## src/common/capture_pkg.sv

```systemverilog
`default_nettype none
package capture_pkg;
	// ==================================================
	// Bus layout
	localparam int AXI_ADDR_W = 8;
	localparam int AXI_DATA_W = 32;
	localparam logic [7:0] ADDR_CONTROL_ONE = 8'h00;
	localparam logic [7:0] ADDR_CONTROL_TWO = 8'h04;
	localparam logic [7:0] ADDR_FIFO_LOW = 8'h08;
	localparam logic [7:0] ADDR_FIFO_HIGH = 8'h0C;
	localparam logic [1:0] RESP_OKAY = 2'h0;
	localparam logic [1:0] RESP_SLVERR = 2'h2;

	// ==================================================
	// Control one fields
	localparam int CTL1_IDLE_STOP = 13;
	localparam int CTL1_TSEL_LSB = 10;
	localparam int CTL1_ICI_LSB = 5;
	localparam int CTL1_OVF = 4;
	localparam int CTL1_BNE = 3;
	localparam int CTL1_MODE_LSB = 0;
	localparam logic [15:0] CTL1_WMASK = 16'h3C67;
	localparam logic [15:0] CTL1_RESET = 16'h0000;

	// ==================================================
	// Control two fields
	localparam int CTL2_CASCADE = 8;
	localparam int CTL2_TRIG_MODE = 7;
	localparam int CTL2_TRIG_STAT = 6;
	localparam int CTL2_SYNC_LSB = 0;
	localparam logic [15:0] CTL2_WMASK = 16'h01DF;
	localparam logic [15:0] CTL2_RESET = 16'h0000;

	// ==================================================
	// Time base selections that have no source
	localparam logic [2:0] TSEL_RSVD_A = 3'h5;
	localparam logic [2:0] TSEL_RSVD_B = 3'h6;

	// ==================================================
	// Capture store and counts
	localparam int FIFO_AW = 2;
	localparam int FIFO_DW = 32;
	localparam logic [2:0] FIFO_DEPTH = 3'h4;
	localparam logic [3:0] PRESCALE_4_LAST = 4'h3;
	localparam logic [3:0] PRESCALE_16_LAST = 4'hF;

	// ==================================================
	// Capture modes
	typedef enum logic [2:0] {
		MODE_OFF = 3'b000,
		MODE_EVERY_EDGE = 3'b001,
		MODE_FALLING = 3'b010,
		MODE_RISING = 3'b011,
		MODE_RISE_4 = 3'b100,
		MODE_RISE_16 = 3'b101,
		MODE_RESERVED = 3'b110,
		MODE_WAKE_PIN = 3'b111
	} capture_mode_type;

	// Write channel states
	typedef enum logic [0:0] {
		WR_COLLECT = 1'b0,
		WR_RESP = 1'b1
	} write_state_type;
endpackage
`default_nettype wire

```

## src/verilog/capture_fifo_mem.sv

```systemverilog
`default_nettype none
module capture_fifo_mem (
	input wire logic clk,
	input wire logic rst_b,
	input wire logic ce,
	input wire logic wr_en,
	input wire logic [capture_pkg::FIFO_AW-1:0] wr_addr,
	input wire logic [capture_pkg::FIFO_DW-1:0] wr_data,
	input wire logic [capture_pkg::FIFO_AW-1:0] rd_addr,
	output logic [capture_pkg::FIFO_DW-1:0] rd_data
);
	import capture_pkg::*;

	logic [FIFO_DW-1:0] mem [0:(1<<FIFO_AW)-1];
	logic [FIFO_DW-1:0] rd_data_next;

	// Write-through so a word pushed into an empty store is readable at once
	always_comb begin
		rd_data_next = mem[rd_addr];
		if (wr_en && wr_addr == rd_addr) begin
			rd_data_next = wr_data;
		end
	end

	// Array holds no reset; only the output register does
	always_ff @(posedge clk) begin
		if (ce && wr_en) begin
			mem[wr_addr] <= wr_data;
		end
	end

	always_ff @(posedge clk or negedge rst_b) begin
		if (!rst_b) begin
			rd_data <= '0;
		end else if (ce) begin
			rd_data <= rd_data_next;
		end
	end
endmodule
`default_nettype wire

```

## src/verilog/edge_capture_unit.sv

```systemverilog
// The implementer's own choices: the register addresses and the AXI4-Lite register port.
`default_nettype none
module edge_capture_unit (
	input wire logic clk,
	input wire logic rst_b,
	input wire logic ce,
	input wire logic capture_input_pin,
	input wire logic idle_req,
	input wire logic sleep_req,
	input wire logic [7:0] tb_tick,
	input wire logic [7:0] tb_enabled,
	input wire logic [31:0] src_pulse,
	input wire logic [31:0] src_enabled,
	output logic capture_irq,
	input wire logic [capture_pkg::AXI_ADDR_W-1:0] s_axi_awaddr,
	input wire logic s_axi_awvalid,
	output logic s_axi_awready,
	input wire logic [capture_pkg::AXI_DATA_W-1:0] s_axi_wdata,
	input wire logic [3:0] s_axi_wstrb,
	input wire logic s_axi_wvalid,
	output logic s_axi_wready,
	output logic [1:0] s_axi_bresp,
	output logic s_axi_bvalid,
	input wire logic s_axi_bready,
	input wire logic [capture_pkg::AXI_ADDR_W-1:0] s_axi_araddr,
	input wire logic s_axi_arvalid,
	output logic s_axi_arready,
	output logic [capture_pkg::AXI_DATA_W-1:0] s_axi_rdata,
	output logic [1:0] s_axi_rresp,
	output logic s_axi_rvalid,
	input wire logic s_axi_rready
);
	import capture_pkg::*;

	// Byte-lane merge of a 16-bit register, writable bits only
	function automatic logic [15:0] merge16(input logic [15:0] old, input logic [31:0] data,
			input logic [3:0] strb, input logic [15:0] wmask);
		logic [15:0] m;
		m = wmask & {{8{strb[1]}}, {8{strb[0]}}};
		return (old & ~m) | (data[15:0] & m);
	endfunction

	// ==================================================
	// Declarations
	logic pin_meta_reg, pin_sync_reg, pin_prev_reg;
	logic [15:0] ctl1_reg, ctl1_next, ctl2_reg, ctl2_next;
	logic [31:0] count_reg, count_next;
	logic [3:0] pre_reg, pre_next;
	logic [1:0] ici_reg, ici_next;
	logic irq_reg, irq_next;
	logic [FIFO_AW-1:0] wr_ptr_reg, wr_ptr_next, rd_ptr_reg, rd_ptr_next;
	logic [2:0] fill_reg, fill_next;
	logic ovf_reg, ovf_next;
	logic [31:0] head_data;
	write_state_type wstate_reg, wstate_next;
	logic aw_held_reg, aw_held_next, w_held_reg, w_held_next;
	logic [7:0] waddr_reg, waddr_next;
	logic [31:0] wdata_reg, wdata_next;
	logic [3:0] wstrb_reg, wstrb_next;
	logic [1:0] bresp_reg, bresp_next, rresp_reg, rresp_next;
	logic rvalid_reg, rvalid_next;
	logic [31:0] rdata_reg, rdata_next;
	logic aw_have, w_have, do_write, ar_take;
	logic [7:0] wa;
	logic [31:0] wd;
	logic [3:0] ws;
	capture_mode_type mode;
	logic [2:0] tsel;
	logic [4:0] ssel;
	logic cascade, trig_mode, trig_stat, tb_ok, src_ok, src_fire;
	logic counting, sync_hold, rise, fall, edge_event, cap, push, pop, fifo_full, wake_irq;

	// ==================================================
	// Pin sampling: two stages, then the edge history
	always_ff @(posedge clk or negedge rst_b) begin
		if (!rst_b) begin
			pin_meta_reg <= 1'b0;
			pin_sync_reg <= 1'b0;
			pin_prev_reg <= 1'b0;
		end else if (ce) begin
			pin_meta_reg <= capture_input_pin;
			pin_sync_reg <= pin_meta_reg;
			pin_prev_reg <= pin_sync_reg;
		end
	end

	assign rise = pin_sync_reg & ~pin_prev_reg;
	assign fall = ~pin_sync_reg & pin_prev_reg;

	// ==================================================
	// Field decode
	assign mode = capture_mode_type'(ctl1_reg[CTL1_MODE_LSB +: 3]);
	assign tsel = ctl1_reg[CTL1_TSEL_LSB +: 3];
	assign ssel = ctl2_reg[CTL2_SYNC_LSB +: 5];
	assign cascade = ctl2_reg[CTL2_CASCADE];
	assign trig_mode = ctl2_reg[CTL2_TRIG_MODE];
	assign trig_stat = ctl2_reg[CTL2_TRIG_STAT];
	// Reserved selections never count, so a bad setting cannot capture garbage
	assign tb_ok = tb_enabled[tsel] && tsel != TSEL_RSVD_A && tsel != TSEL_RSVD_B;
	assign src_ok = src_enabled[ssel];
	assign src_fire = src_pulse[ssel];
	// Sync mode keeps the count at zero until its source runs
	assign sync_hold = !trig_mode && !src_ok;

	// Counting gate: time base and source enabled, trigger seen, not halted
	assign counting = tb_ok && src_ok && (!trig_mode || trig_stat)
		&& !(idle_req && ctl1_reg[CTL1_IDLE_STOP]) && !sleep_req
		&& mode != MODE_OFF && mode != MODE_WAKE_PIN && mode != MODE_RESERVED;

	// ==================================================
	// Time base counter; one control set drives both halves when cascaded
	always_comb begin
		count_next = count_reg;
		if (sync_hold || (!trig_mode && src_fire)) begin
			count_next = '0;
		end else if (counting && tb_tick[tsel]) begin
			if (cascade) begin
				count_next = count_reg + 32'h0000_0001;
			end else begin
				count_next = {16'h0000, count_reg[15:0] + 16'h0001};
			end
		end
	end

	always_ff @(posedge clk or negedge rst_b) begin
		if (!rst_b) begin
			count_reg <= '0;
		end else if (ce) begin
			count_reg <= count_next;
		end
	end

	// ==================================================
	// Event selection, prescaler and captures-per-interrupt
	always_comb begin
		edge_event = 1'b0;
		pre_next = pre_reg;
		unique case (mode)
			MODE_EVERY_EDGE: edge_event = rise | fall;
			MODE_FALLING: edge_event = fall;
			MODE_RISING: edge_event = rise;
			MODE_RISE_4: begin
				edge_event = rise && pre_reg == PRESCALE_4_LAST;
				if (rise) begin
					pre_next = (pre_reg == PRESCALE_4_LAST) ? 4'h0 : pre_reg + 4'h1;
				end
			end
			MODE_RISE_16: begin
				edge_event = rise && pre_reg == PRESCALE_16_LAST;
				if (rise) begin
					pre_next = pre_reg + 4'h1;
				end
			end
			MODE_OFF, MODE_RESERVED, MODE_WAKE_PIN: pre_next = 4'h0;
		endcase
	end

	assign cap = counting && edge_event;
	// Wake mode ignores every other setting and only flags a rising edge
	assign wake_irq = mode == MODE_WAKE_PIN && (sleep_req || idle_req) && rise;

	always_comb begin
		ici_next = ici_reg;
		irq_next = wake_irq;
		if (mode == MODE_OFF) begin
			ici_next = 2'h0;
		end else if (cap && mode == MODE_EVERY_EDGE) begin
			irq_next = 1'b1;
		end else if (cap) begin
			if (ici_reg == ctl1_reg[CTL1_ICI_LSB +: 2]) begin
				ici_next = 2'h0;
				irq_next = 1'b1;
			end else begin
				ici_next = ici_reg + 2'h1;
			end
		end
	end

	always_ff @(posedge clk or negedge rst_b) begin
		if (!rst_b) begin
			pre_reg <= '0;
			ici_reg <= '0;
			irq_reg <= 1'b0;
		end else if (ce) begin
			pre_reg <= pre_next;
			ici_reg <= ici_next;
			irq_reg <= irq_next;
		end
	end

	assign capture_irq = irq_reg;

	// ==================================================
	// Capture store pointers and flags
	assign fifo_full = fill_reg == FIFO_DEPTH;
	assign push = cap && (!fifo_full || pop);

	always_comb begin
		wr_ptr_next = push ? wr_ptr_reg + 1'b1 : wr_ptr_reg;
		rd_ptr_next = pop ? rd_ptr_reg + 1'b1 : rd_ptr_reg;
		fill_next = fill_reg + {2'b00, push} - {2'b00, pop};
		ovf_next = ovf_reg;
		// A lost capture sets the flag; freed space clears it; a capture meeting a pop is stored and the clear wins
		if (cap && fifo_full && !pop) begin
			ovf_next = 1'b1;
		end else if (pop) begin
			ovf_next = 1'b0;
		end
	end

	always_ff @(posedge clk or negedge rst_b) begin
		if (!rst_b) begin
			wr_ptr_reg <= '0;
			rd_ptr_reg <= '0;
			fill_reg <= '0;
			ovf_reg <= 1'b0;
		end else if (ce) begin
			wr_ptr_reg <= wr_ptr_next;
			rd_ptr_reg <= rd_ptr_next;
			fill_reg <= fill_next;
			ovf_reg <= ovf_next;
		end
	end

	// Whole 32-bit value is stored; the high half is zero when not cascaded
	capture_fifo_mem u_store (
		.clk(clk),
		.rst_b(rst_b),
		.ce(ce),
		.wr_en(push),
		.wr_addr(wr_ptr_reg),
		.wr_data(count_reg),
		.rd_addr(rd_ptr_next),
		.rd_data(head_data)
	);

	// ==================================================
	// Bus write channel: address and data taken in either order
	assign s_axi_awready = ce && !aw_held_reg && wstate_reg == WR_COLLECT;
	assign s_axi_wready = ce && !w_held_reg && wstate_reg == WR_COLLECT;
	assign aw_have = aw_held_reg || (s_axi_awvalid && s_axi_awready);
	assign w_have = w_held_reg || (s_axi_wvalid && s_axi_wready);
	assign do_write = wstate_reg == WR_COLLECT && aw_have && w_have;
	assign wa = aw_held_reg ? waddr_reg : s_axi_awaddr;
	assign wd = w_held_reg ? wdata_reg : s_axi_wdata;
	assign ws = w_held_reg ? wstrb_reg : s_axi_wstrb;

	always_comb begin
		wstate_next = wstate_reg;
		aw_held_next = aw_held_reg;
		w_held_next = w_held_reg;
		waddr_next = waddr_reg;
		wdata_next = wdata_reg;
		wstrb_next = wstrb_reg;
		bresp_next = bresp_reg;
		if (s_axi_awvalid && s_axi_awready) begin
			aw_held_next = 1'b1;
			waddr_next = s_axi_awaddr;
		end
		if (s_axi_wvalid && s_axi_wready) begin
			w_held_next = 1'b1;
			wdata_next = s_axi_wdata;
			wstrb_next = s_axi_wstrb;
		end
		unique case (wstate_reg)
			WR_COLLECT: if (do_write) begin
				wstate_next = WR_RESP;
				aw_held_next = 1'b0;
				w_held_next = 1'b0;
				bresp_next = (wa <= ADDR_FIFO_HIGH && wa[1:0] == 2'b00) ? RESP_OKAY : RESP_SLVERR;
			end
			WR_RESP: if (s_axi_bready) begin
				wstate_next = WR_COLLECT;
			end
		endcase
	end

	assign s_axi_bvalid = wstate_reg == WR_RESP;
	assign s_axi_bresp = bresp_reg;

	// ==================================================
	// Control registers; hardware trigger status set wins over a clear
	always_comb begin
		ctl1_next = ctl1_reg;
		ctl2_next = ctl2_reg;
		if (do_write && wa == ADDR_CONTROL_ONE) begin
			ctl1_next = merge16(ctl1_reg, wd, ws, CTL1_WMASK);
		end
		if (do_write && wa == ADDR_CONTROL_TWO) begin
			ctl2_next = merge16(ctl2_reg, wd, ws, CTL2_WMASK);
		end
		if (trig_mode && src_fire) begin
			ctl2_next[CTL2_TRIG_STAT] = 1'b1;
		end
	end

	// ==================================================
	// Bus read channel; a read of the oldest word's high half when cascaded, low half otherwise, pops the store
	assign s_axi_arready = ce && !rvalid_reg;
	assign ar_take = s_axi_arvalid && s_axi_arready;
	assign pop = ar_take && fill_reg != 3'h0
		&& s_axi_araddr == (cascade ? ADDR_FIFO_HIGH : ADDR_FIFO_LOW);

	always_comb begin
		rvalid_next = rvalid_reg;
		rdata_next = rdata_reg;
		rresp_next = rresp_reg;
		if (rvalid_reg && s_axi_rready) begin
			rvalid_next = 1'b0;
		end
		if (ar_take) begin
			rvalid_next = 1'b1;
			rresp_next = RESP_OKAY;
			rdata_next = '0;
			unique case (s_axi_araddr)
				ADDR_CONTROL_ONE: begin
					rdata_next[15:0] = ctl1_reg;
					rdata_next[CTL1_OVF] = ovf_reg;
					rdata_next[CTL1_BNE] = fill_reg != 3'h0;
				end
				ADDR_CONTROL_TWO: rdata_next[15:0] = ctl2_reg;
				ADDR_FIFO_LOW: rdata_next[15:0] = head_data[15:0];
				ADDR_FIFO_HIGH: rdata_next[15:0] = head_data[31:16];
				default: rresp_next = RESP_SLVERR;
			endcase
		end
	end

	assign s_axi_rvalid = rvalid_reg;
	assign s_axi_rdata = rdata_reg;
	assign s_axi_rresp = rresp_reg;

	// Register stage for the bus and control groups
	always_ff @(posedge clk or negedge rst_b) begin
		if (!rst_b) begin
			wstate_reg <= WR_COLLECT;
			aw_held_reg <= 1'b0;
			w_held_reg <= 1'b0;
			waddr_reg <= '0;
			wdata_reg <= '0;
			wstrb_reg <= '0;
			bresp_reg <= RESP_OKAY;
			rvalid_reg <= 1'b0;
			rdata_reg <= '0;
			rresp_reg <= RESP_OKAY;
			ctl1_reg <= CTL1_RESET;
			ctl2_reg <= CTL2_RESET;
		end else if (ce) begin
			wstate_reg <= wstate_next;
			aw_held_reg <= aw_held_next;
			w_held_reg <= w_held_next;
			waddr_reg <= waddr_next;
			wdata_reg <= wdata_next;
			wstrb_reg <= wstrb_next;
			bresp_reg <= bresp_next;
			rvalid_reg <= rvalid_next;
			rdata_reg <= rdata_next;
			rresp_reg <= rresp_next;
			ctl1_reg <= ctl1_next;
			ctl2_reg <= ctl2_next;
		end
	end
endmodule
`default_nettype wire
```

## config.mk

```make
export PLATFORM = sky130hd
export DESIGN_NAME = edge_capture_unit
export DESIGN_NICKNAME = d
export VERILOG_FILES = /design/src/common/capture_pkg.sv /design/src/verilog/capture_fifo_mem.sv /design/src/verilog/edge_capture_unit.sv
export SDC_FILE = /design/constraint.sdc
export NUM_CORES = 1
export LEC_CHECK = 0
export ABC_CLOCK_PERIOD_IN_PS = 5200
export BUFFER_PORTS_ARGS = -buffer_cell sky130_fd_sc_hd__buf_2
export CAP_MARGIN = 0
export CORE_UTILIZATION = 55
export DETAILED_ROUTE_END_ITERATION = 8
export GPL_TIMING_DRIVEN = 0
export PLACE_DENSITY = 0.77
export SYNTH_ARGS = -nofsm -noshare
export SYNTH_HDL_FRONTEND = slang
export SYNTH_HIERARCHICAL = 1
export SYNTH_SLANG_ARGS = --single-unit
```

## constraint.sdc

```tcl
create_clock -name clk -period 5.2 [get_ports clk]
set_clock_uncertainty 0.1 [all_clocks]
set_input_delay 0.52 -clock clk [delete_from_list [all_inputs] [get_ports clk]]
set_output_delay 0.52 -clock clk [all_outputs]
set_load 0.02 [all_outputs]
```

-- Word-level counts from Yosys, hierarchy flattened
Memories as Yosys holds them, arrays and structs flattened. A register that Yosys moved wholly into a read port is not among the register bits.
Cells that the tools add are included.
- register bits: 132
- RAM bits: 128
- input bits: 143
- output and inout bits: 42
- word-level logic and storage cells: 205
- memories: 1
- $add $sub $neg: 8
- $lt $le $gt $ge: 3
- equality and inequality tests: 23
- muxes and demuxes: 49
- bitwise gates (word level): 14
- reductions and logical operators: 83
- memories (memory ; words ; bits a word ; read ports ; clocked after Yosys merged registers in ; write ports ; line ; text):
    u_store.mem ; 4 ; 32 ; 1 ; 1 ; 1 ; capture_fifo_mem.sv:14 ; logic [FIFO_DW-1:0] mem [0:(1<<FIFO_AW)-1];
- operator list (kind ; count):
    two-way mux 32 bit ; 3
    one-hot mux 16 bit (4 select lines) ; 1
    logical AND 1 bit ; 40
    adder 32 x 1 -> 32 bit, second input constant ; 1
    bitwise AND 16 bit ; 2
    OR 16 bit ; 2
    two-way mux 1 bit ; 23
    AND reduction 2 bit ; 10
    adder 16 x 1 -> 16 bit, second input constant ; 1
    bitwise AND 16 x 14 -> 16 bit ; 1
    bitwise AND 16 x 9 -> 16 bit ; 1
    equality test 8 x 3 -> 1 bit, second input constant ; 2
    equality test 8 x 4 -> 1 bit, second input constant ; 2
    logical NOT 8 bit ; 2
    two-way mux 16 bit ; 1
    two-way mux 2 bit ; 8
    inverter 14 -> 16 bit ; 1
    inverter 9 -> 16 bit ; 1
    equality test 3 bit, second input constant ; 5
    two-way mux 4 bit ; 3
    inequality test 3 bit, second input constant ; 4
    one-hot mux 4 bit (3 select lines) ; 1
    binary-select mux 1 bit (select 5 bit) ; 2
    logical NOT 1 bit ; 10
    other kinds (32) ; 53

-- Logic depth before layout (Yosys ltp)
Gate-level depths: netlist of run 1.
- depth in word-level cells: 16
- mapped depth: 16
- mapped depth without buffers: 15

-- Cells and area by module
The synthesis of run 1 kept the hierarchy.
- modules (own cells, without submodules) (module ; instances ; cells each ; area an instance (sq um) ; seq. area each (sq um)):
    edge_capture_unit ; 1 ; 731 ; 6856.6 ; 2802.7
    capture_fifo_mem ; 1 ; 286 ; 6157.2 ; 4644.5

-- Least setup slack after synthesis of run 1
Ideal clock, no wire load.
- path type: register -> register
- start point: register (tool-made name)
- end point: memory u_store.mem[2][0] (enable)
- library setup time: 0.461 ns
- data arrival time: 4.192 ns
- required time: 4.639 ns
- slack: 0.447 ns
- cell stages (with the launch flop): 12
- buffers on the path: 1
- period minus slack after synthesis: 4.753 ns
- cell sequence: dfrtp_1 -> nor2b_1 -> buf_2 -> a22oi_2 -> o21ai_1 -> o31ai_4 -> nor2_2 -> nor2_2 -> o21ai_0 -> inv_1 -> nand2_1 -> nor3_1
- RTL lines (what ; line):
    end: declaration ; capture_fifo_mem.sv:14

==> results of run 1 <==
## power by group through the flow
stage               registers (mW)  clock network, mW  logic [mW]
global placement              2.56                  0        1.01
detailed placement            2.57                  0        1.04
CTS                           2.53               2.09        1.04
global route                  2.56               2.17        1.13
finish                        2.54               2.07        1.05
floorplan                     2.55                  0       0.719
## synth_stat cells, types with 3 or more instances
cell	number	area, um^2
xnor2_1	19	166
dfrtp_1	144	3600
and2_1	6	37.5
buf_1	5	18.8
a22o_1	4	35.0
o21ai_0	25	125
o21ai_1	11	55.1
or3_1	4	25.0
nand2b_1	4	25.0
nor3_1	17	85.1
o22ai_1	4	25.0
and3_1	7	43.8
nand2_1	57	214
inv_1	37	139
a21oi_1	28	140
or4_1	3	22.5
nor4_1	3	18.8
nand4_1	25	156
nor2_2	3	18.8
mux4_2	14	315
buf_4	23	173
ha_1	6	75.1
mux2_2	34	383
nor4_2	4	50.1
a22oi_1	19	143
or2_2	3	18.8
nor2b_1	37	231
o31ai_1	3	22.5
clkbuf_1	22	82.6
nand3_1	29	145
a32oi_1	17	149
nor2_1	90	338
mux4_1	21	552
mux2i_1	54	541
buf_6	9	101
buf_2	17	85.1
edfxtp_1	128	3840
a31oi_1	8	50.1
xor2_1	8	70.1
a221o_1	33	330
## path summary, 6_finish.rpt
path,startpoint,end,slack (ns),depth (start not counted)
max reg2reg,flip-flop,u_store/mem[0][30],1.27,13
max in group asynchronous,rst_b,count_reg[20],3.75,3
min,capture_input_pin,pin_meta_reg,0.12,2
min in group asynchronous,rst_b,pin_meta_reg,0.39,2
min reg2reg,s_axi_rresp[1],s_axi_rresp[1],0.38,1
max,flip-flop,u_store/mem[0][30],1.27,13
## kinds of logic after synthesis
logic type	synth area share (%)
other	0.0288
flip-flops	57.2
buffers and inverters	4.61
XOR/XNOR	1.82
adder cells (fa/ha/maj)	0.731
AO/OA/AOI/OAI	10.2
AND/OR/NAND/NOR	11.6
multiplexers	13.8
## per-layer routing
| layer | part of all wire, % | routed length (um) | vias up |
|---|---|---|---|
| met5 | 0 | 0 | - |
| met2 | 50 | 16300 | 497 |
| met3 | 7.4 | 2440 | 74 |
| li1 | - | - | 4202 |
| met4 | 3.0 | 986 | 0 |
| met1 | 40 | 13200 | 4669 |
## cell type report
| type | instances | area (um^2) |
|---|---|---|
| Fill cell | 1657 | 7580 |
| Inverter | 37 | 139 |
| Sequential cell | 272 | 7450 |
| Timing Repair Buffer | 152 | 881 |
| Clock buffer | 42 | 835 |
| Tap cell | 313 | 392 |
| Buffer | 76 | 460 |
| Multi-Input combinational cell | 649 | 5060 |
| Clock inverter | 10 | 129 |
## stage by stage
| step | cell area, um^2 | util (%) |
|---|---|---|
| final | 15300 | 66.9 |
| after global routing | 15300 | 66.9 |
| after CTS | 15300 | 66.9 |
| after detailed placement | 14400 | 62.7 |
| after global placement | 14200 | 61.9 |
| after floorplan | 13100 | - |
## timing repair
item,CTS,global route
buffers inserted,0,0
hold buffers,1,0
endpoints found under the hold margin,50,0
==> summary.md, run 1 <==
| Metric | Value |
|---|---|
| Drt pass-1 iters | `6` |
| Setup WS post-layout | `1.27 ns` |
| CP max FO | `11` |
| Ant diodes | `0` |
| Slew Viols, Final | `0` |
| Final hold viol count | `0` |
| Crit path buf inv count | `4` |
| Max H-tree Level | `1` |
| Vias | `~9,400` |
| Post-CTS Resized | `0` |
| Tot GR Track Use | `a little over a quarter` |
| IO Port Bufs | `roughly 140` |
| Switch Pwr | `approximately 1.6 mW` |
| Syn avg cell area | `12.8 um^2` |
| Synth Flop Type | `dfrtp_1` |
| Synth Instances | `~1,000` |
| Setup crit start kind | `flip-flop` |
| Yosys reg bits | `272` |
| GRT busiest layer | `met2` |
| Combinational fraction of design power | `18.5%` |
| Layout cells sized above 1 | `roughly a quarter` |
| Clk Latency, worst-skew pair | `around 0.54 ns` |
| CTS buffer count | `28` |
| Vias in the first global route | `just over 9,000` |
| Outcome | `complete, no violations` |
| Vias per cell | `between 6 and 7` |
| Clk sink count | `around 270` |
| Global route total overflow | `0` |
| Worst Path Arrival | `around 4.1 ns` |
| Met2 Use GR | `47.8%` |
| Pleak | `approximately 6.3 nW` |
| Largest net degree at the start of global routing | `between 90 and 100` |
| Worst hold path class | `in2reg` |
| Final Non-Filler Cells | `between 1,500 and 2,000` |
| Drt drc | `0` |
| Iteration-0 DRC Markers | `864` |
| Clk slew on worst S/H paths | `approximately 0.060 ns` |
| Layout area overhead | `17.9%` |
| FMAX | `~250 MHz` |
| Most frequent cell on the critical path | `nor2_2` |
| Met1 GRT Util | `between 30% and 40%` |
| Synth unique cells | `67` |
| Peak VDD IR | `0.263 mV` |
| Final setup TNS | `0 ns` |
| Seq/Total Area, Yosys | `57.2%` |
| Global-route wire length before repair | `just over 50,000 um` |
| Slew Limit Headroom | `between 40% and 50%` |
| Initial Utilization | `around 57%` |
| Worst path required time | `roughly 5.3 ns` |
| Slowest CP cell | `nor3_2` |
| Die height | `approximately 160 um` |
| Yosys warnings | `6` |
| Sw frac | `27.5%` |
| Placed Cells | `1,498` |
| Pwr Total | `between 5 and 6 mW` |
| IO Pins | `~190` |
| Synthesized area | `approximately 0.013 mm^2` |
| CTS tree | `done` |
| Clock network power share | `~37%` |
| Maxcap violations | `0` |
| Post-DP HPWL | `approximately 24,000 um` |
| Rows | `55` |
| Core Box Area | `0.0229 mm^2` |
| CP Capture Type | `flip-flop` |
| Post-synth EDFFs | `~130` |
| Met3 Use GR | `under 10%` |
| CTS Buffer Depth | `3` |
| P_int | `around 4 mW` |
| Fin nets | `1,366` |
| Critical path class | `reg2reg` |
| Most frequent cells in the layout | `buf_2 (158), dfrtp_1 (144), edfxtp_1 (128), nor2_1 (88), nand2_1 (57)` |
| Root Driver | `clkbuf_16` |
| Final Setup Violations | `0` |
| Largest register FFs | `128` |
| Leading cell type in the layout, fill and taps excluded | `buf_2` |
| Power Density | `roughly 370 mW/mm^2` |
| RSZ-0062 raised after global routing | `false` |
| Worst Tran Pin Value | `~0.8 ns` |
| Post-layout min period | `roughly 3.9 ns` |
| Crit-path cells | `nor2b_1 > buf_2 > a22oi_2 > o21ai_1 > o31ai_4 > nor2_2 > nor2_2 > o21ai_0 > inv_1 > nand2_1 > nor3_2 > buf_8 > buf_6` |
| DIE AREA | `0.0243 mm^2` |
| Final hold slack | `roughly 0.12 ns` |
| ANT nets after route | `0` |
| Placement Setup Slack | `0.901 ns` |
| Antenna violations before repair | `0` |
| Final wirelength | `about 33,000 um` |
| Max stage delay on crit path | `0.62 ns` |
| Routability Congestion | `0.877` |
| Sequential share of power | `44.9%` |
| Fin crit share | `roughly three quarters` |
| Delay-heaviest family, CP | `simple AND/OR/NAND/NOR gates` |
| WL/cell | `~21 um` |
| Async set or reset register ratio after synthesis | `52.9%` |
| Die Wd | `approximately 160 um` |
Note: power is estimated with default switching activity, not from simulation.
==> run 2: changes to the inputs <==
--- a/config.mk
+++ b/config.mk
@@ -5,13 +5,13 @@
 export SDC_FILE = /design/constraint.sdc
 export NUM_CORES = 1
 export LEC_CHECK = 0
-export ABC_CLOCK_PERIOD_IN_PS = 5200
+export ABC_CLOCK_PERIOD_IN_PS = 3400
 export BUFFER_PORTS_ARGS = -buffer_cell sky130_fd_sc_hd__buf_2
 export CAP_MARGIN = 0
-export CORE_UTILIZATION = 55
+export CORE_UTILIZATION = 52
 export DETAILED_ROUTE_END_ITERATION = 8
 export GPL_TIMING_DRIVEN = 0
-export PLACE_DENSITY = 0.77
+export PLACE_DENSITY = 0.76
 export SYNTH_ARGS = -nofsm -noshare
 export SYNTH_HDL_FRONTEND = slang
 export SYNTH_HIERARCHICAL = 1
==> constraint.sdc (replaced) <==
create_clock -name clk -period 3.4 [get_ports clk]
set_clock_uncertainty 0.1 [all_clocks]
set_input_delay 0.34 -clock clk [delete_from_list [all_inputs] [get_ports clk]]
set_output_delay 0.34 -clock clk [all_outputs]
set_load 0.02 [all_outputs]
==> summary.md, run 2 (synthesized netlist as in run 1, its figures left out) <==
| Metric | Value |
|---|---|
| Outcome | `complete, no violations (unchanged)` |
| Area of the multi-input gates | `0.00510 mm^2 (was 0.00506 mm^2)` |
| Global-route wire length before repair | `54,000 um (was 50,400 um)` |
| R2r setup slk | `0.09 ns (was 1.27 ns)` |
| Antenna violations before repair | `0 (unchanged)` |
| Largest register FFs | `128 (unchanged)` |
| Clk Latency, worst-skew pair | `0.55 ns (was 0.54 ns)` |
| Vias | `9,567 (was 9,442)` |
| Storage element area | `0.00745 mm^2 (about the same)` |
| IO Port Bufs | `142 (unchanged)` |
| Reg2reg path depth | `15 (was 13)` |
| Root Driver | `clkbuf_16 (unchanged)` |
| Worst Tran Pin Value | `0.863 ns (was 0.792 ns)` |
| Reg-to-Reg End | `u_store/rd_data[21] (was u_store/mem[0][30])` |
| WL/cell | `22.0 um (was 21.3 um)` |
| Tot GR Track Use | `27.6% (was 27.3%)` |
| Iteration-0 DRC Markers | `1,019 (was 864)` |
| Fin nets | `1,406 (was 1,366)` |
| Vias in the first global route | `9,704 (was 9,202)` |
| Pwr Total | `8.36 mW (was 5.66 mW)` |
| Pleak | `6.41 nW (was 6.26 nW)` |
| Design Area, Final | `0.0157 mm^2 (was 0.0153 mm^2)` |
| Power Density | `532 mW/mm^2 (was 369 mW/mm^2)` |
| CTS buffer count | `28 (unchanged)` |
| Cell count along the critical path | `15 (was 13)` |
| Ant diodes | `0 (unchanged)` |
| CTS tree | `done (unchanged)` |
| Slew Viols, Final | `0 (unchanged)` |
| Die height | `160 um (was 156 um)` |
| DIE AREA | `0.0257 mm^2 (was 0.0243 mm^2)` |
| Final hold viol count | `0 (unchanged)` |
| Routability Congestion | `0.895 (was 0.877)` |
| CTS Buffer Depth | `3 (unchanged)` |
| ANT nets after route | `0 (unchanged)` |
| Rows | `57 (was 55)` |
| Vias per cell | `5.97 (was 6.09)` |
| Final hold slack | `0.151 ns (was 0.118 ns)` |
| Drt pass-1 iters | `5 (was 6)` |
| Core Box Area | `0.0245 mm^2 (was 0.0229 mm^2)` |
| Worst path required time | `3.72 ns (was 5.34 ns)` |
| Delay-heaviest family, CP | `buffers and inverters (was simple AND/OR/NAND/NOR gates)` |
| CP Capture Point | `u_store/rd_data[21] (was u_store/mem[0][30])` |
| Maxcap violations | `0 (unchanged)` |
| Clk slew on worst S/H paths | `0.06 ns (about the same)` |
| FMAX | `302 MHz (was 254 MHz)` |
| Leading cell type in the layout, fill and taps excluded | `buf_2 (unchanged)` |
| Peak VDD IR | `0.532 mV (was 0.263 mV)` |
| Worst Path Arrival | `3.62 ns (was 4.07 ns)` |
| Max stage delay on crit path | `0.35 ns (was 0.62 ns)` |
| Clk sink count | `272 (unchanged)` |
| Drt drc | `0 (unchanged)` |
| Setup crit start kind | `flip-flop (unchanged)` |
| Max H-tree Level | `1 (unchanged)` |
| Post-DP HPWL | `24,500 um (was 23,600 um)` |
| Final wirelength | `35,300 um (was 33,000 um)` |
| CP max FO | `10 (was 11)` |
| Final setup TNS | `0 ns (unchanged)` |
| Global route total overflow | `0 (unchanged)` |
| IO Pins | `185 (unchanged)` |
| Slowest CP cell | `a221o_1 (was nor3_2)` |
| Most frequent cells in the layout | `buf_2 (159), dfrtp_1 (143), edfxtp_1 (128), nor2_1 (87), nand2_1 (56) (was buf_2 (158), dfrtp_1 (144), edfxtp_1 (128), nor2_1 (88), nand2_1 (57))` |
| Fin crit share | `97.3% (was 75.6%)` |
| Crit-path cells | `buf_4 > buf_4 > mux2i_1 > a21oi_1 > nand3_1 > o31ai_4 > nor2_4 > nor2_4 > o21ai_1 > inv_1 > nand2_2 > and3b_1 > buf_2 > buf_6 > a221o_1 (was nor2b_1 > buf_2 > a22oi_2 > o21ai_1 > o31ai_4 > nor2_2 > nor2_2 > o21ai_0 > inv_1 > nand2_1 > nor3_2 > buf_8 > buf_6)` |
| Worst hold path class | `in2reg (unchanged)` |
| CP Capture Type | `flip-flop (unchanged)` |
| Slew Limit Headroom | `42.3% (was 46.9%)` |
| Die Wd | `160 um (was 156 um)` |
| Placement Cell Area | `0.0144 mm^2 (about the same)` |
| Crit path buf inv count | `5 (was 4)` |
| Post-layout min period | `3.31 ns (was 3.93 ns)` |
| Layout area overhead | `20.8% (was 17.9%)` |
| Critical path class | `reg2reg (unchanged)` |
| Largest net degree at the start of global routing | `98 (was 95)` |
| Layout cells sized above 1 | `25.4% (was 25.3%)` |
| Fill count | `1,767 (was 1,657)` |
| Initial Utilization | `53.2% (was 56.8%)` |
| Final Setup Violations | `0 (unchanged)` |
## run 2: cell types whose count changed in the layout (fill, tap and decap cells not counted), moves of 3 or more
cell / previous run / this run
dlygate4sd3_1: 1 / 30
buf_4: 23 / 33
clkbuf_8: 6 / 0
buf_6: 15 / 10
buf_12: 0 / 4
clkbuf_1: 29 / 33
clkbuf_2: 0 / 4
bufinv_16: 3 / 0
## run 2: what timing repair did
| action | 4_1_cts | 5_1_grt |
|---|---|---|
| pin swaps | 7 | 9 |
| hold buffers | 30 | 0 |
| endpoints found under the hold margin | 76 | 0 |
| resized for setup | 9 | 8 |
| buffers inserted | 6 | 7 |
| endpoints found under the setup margin | 162 | 65 |
## run 2: worst min-delay path by stage
stage / end / cells past startpoint / start / slack, ns
final: capture_irq / 3 / sleep_req / 0.15
after global routing: capture_irq / 3 / sleep_req / 0.15
after CTS: capture_irq / 3 / sleep_req / 0.12
after detailed placement: count_reg[9] / 1 / rst_b / 0.23
after global placement: pin_sync_reg / 2 / pin_meta_reg / 0.37
after floorplan: asynchronous set/reset pin / 0 / rst_b / -0.06
## run 2: per-layer routing
metal | wire [um] | up-vias | track usage [%] | share of wire [%]
li1 | - | 4290 | - | -
met1 | 13500 | 4694 | 34.6 | 38
met2 | 17500 | 497 | 47.7 | 50
met3 | 2950 | 86 | 4.29 | 8.3
met4 | 1370 | 0 | 11.1 | 3.9
met5 | 0 | - | 0 | 0
## run 2: area by class of cell
type | instances | area share, %
sequential | 272 | 47.4
multi-input combinational | 649 | 32.5
timing repair buffer | 192 | 8.43
clock buffer | 45 | 5.00
buffer | 76 | 2.97
tap | 324 | 2.58
inverter | 37 | 0.884
clock inverter | 7 | 0.271
## run 2: report_power, final
part / internal (mW) / switching, mW
clock: 1.58 / 1.22
sequential: 3.68 / 0.197
combinational: 0.723 / 0.959
total: 5.98 / 2.38
## run 2: metrics by stage
stage                     cells  utilization, %  worst slack [ns]
final                      1602            64.2            0.0925
after floorplan            1034               -            -0.492
after global placement     1500            58.1             -2.30
after detailed placement   1507            58.9            -0.682
after global routing       1602            64.2           -0.0188
after CTS                  1595            64.0           0.00519
## run 2: worst register-to-register path, stage by stage (launching register included)
cell	delay, ns
dfrtp_1	0.32
buf_4	0.18
buf_4	0.24
mux2i_1	0.31
a21oi_1	0.15
nand3_1	0.15
o31ai_4	0.10
nor2_4	0.22
nor2_4	0.06
o21ai_1	0.13
inv_1	0.14
nand2_2	0.16
and3b_1	0.20
buf_2	0.18
buf_6	0.17
a221o_1	0.35
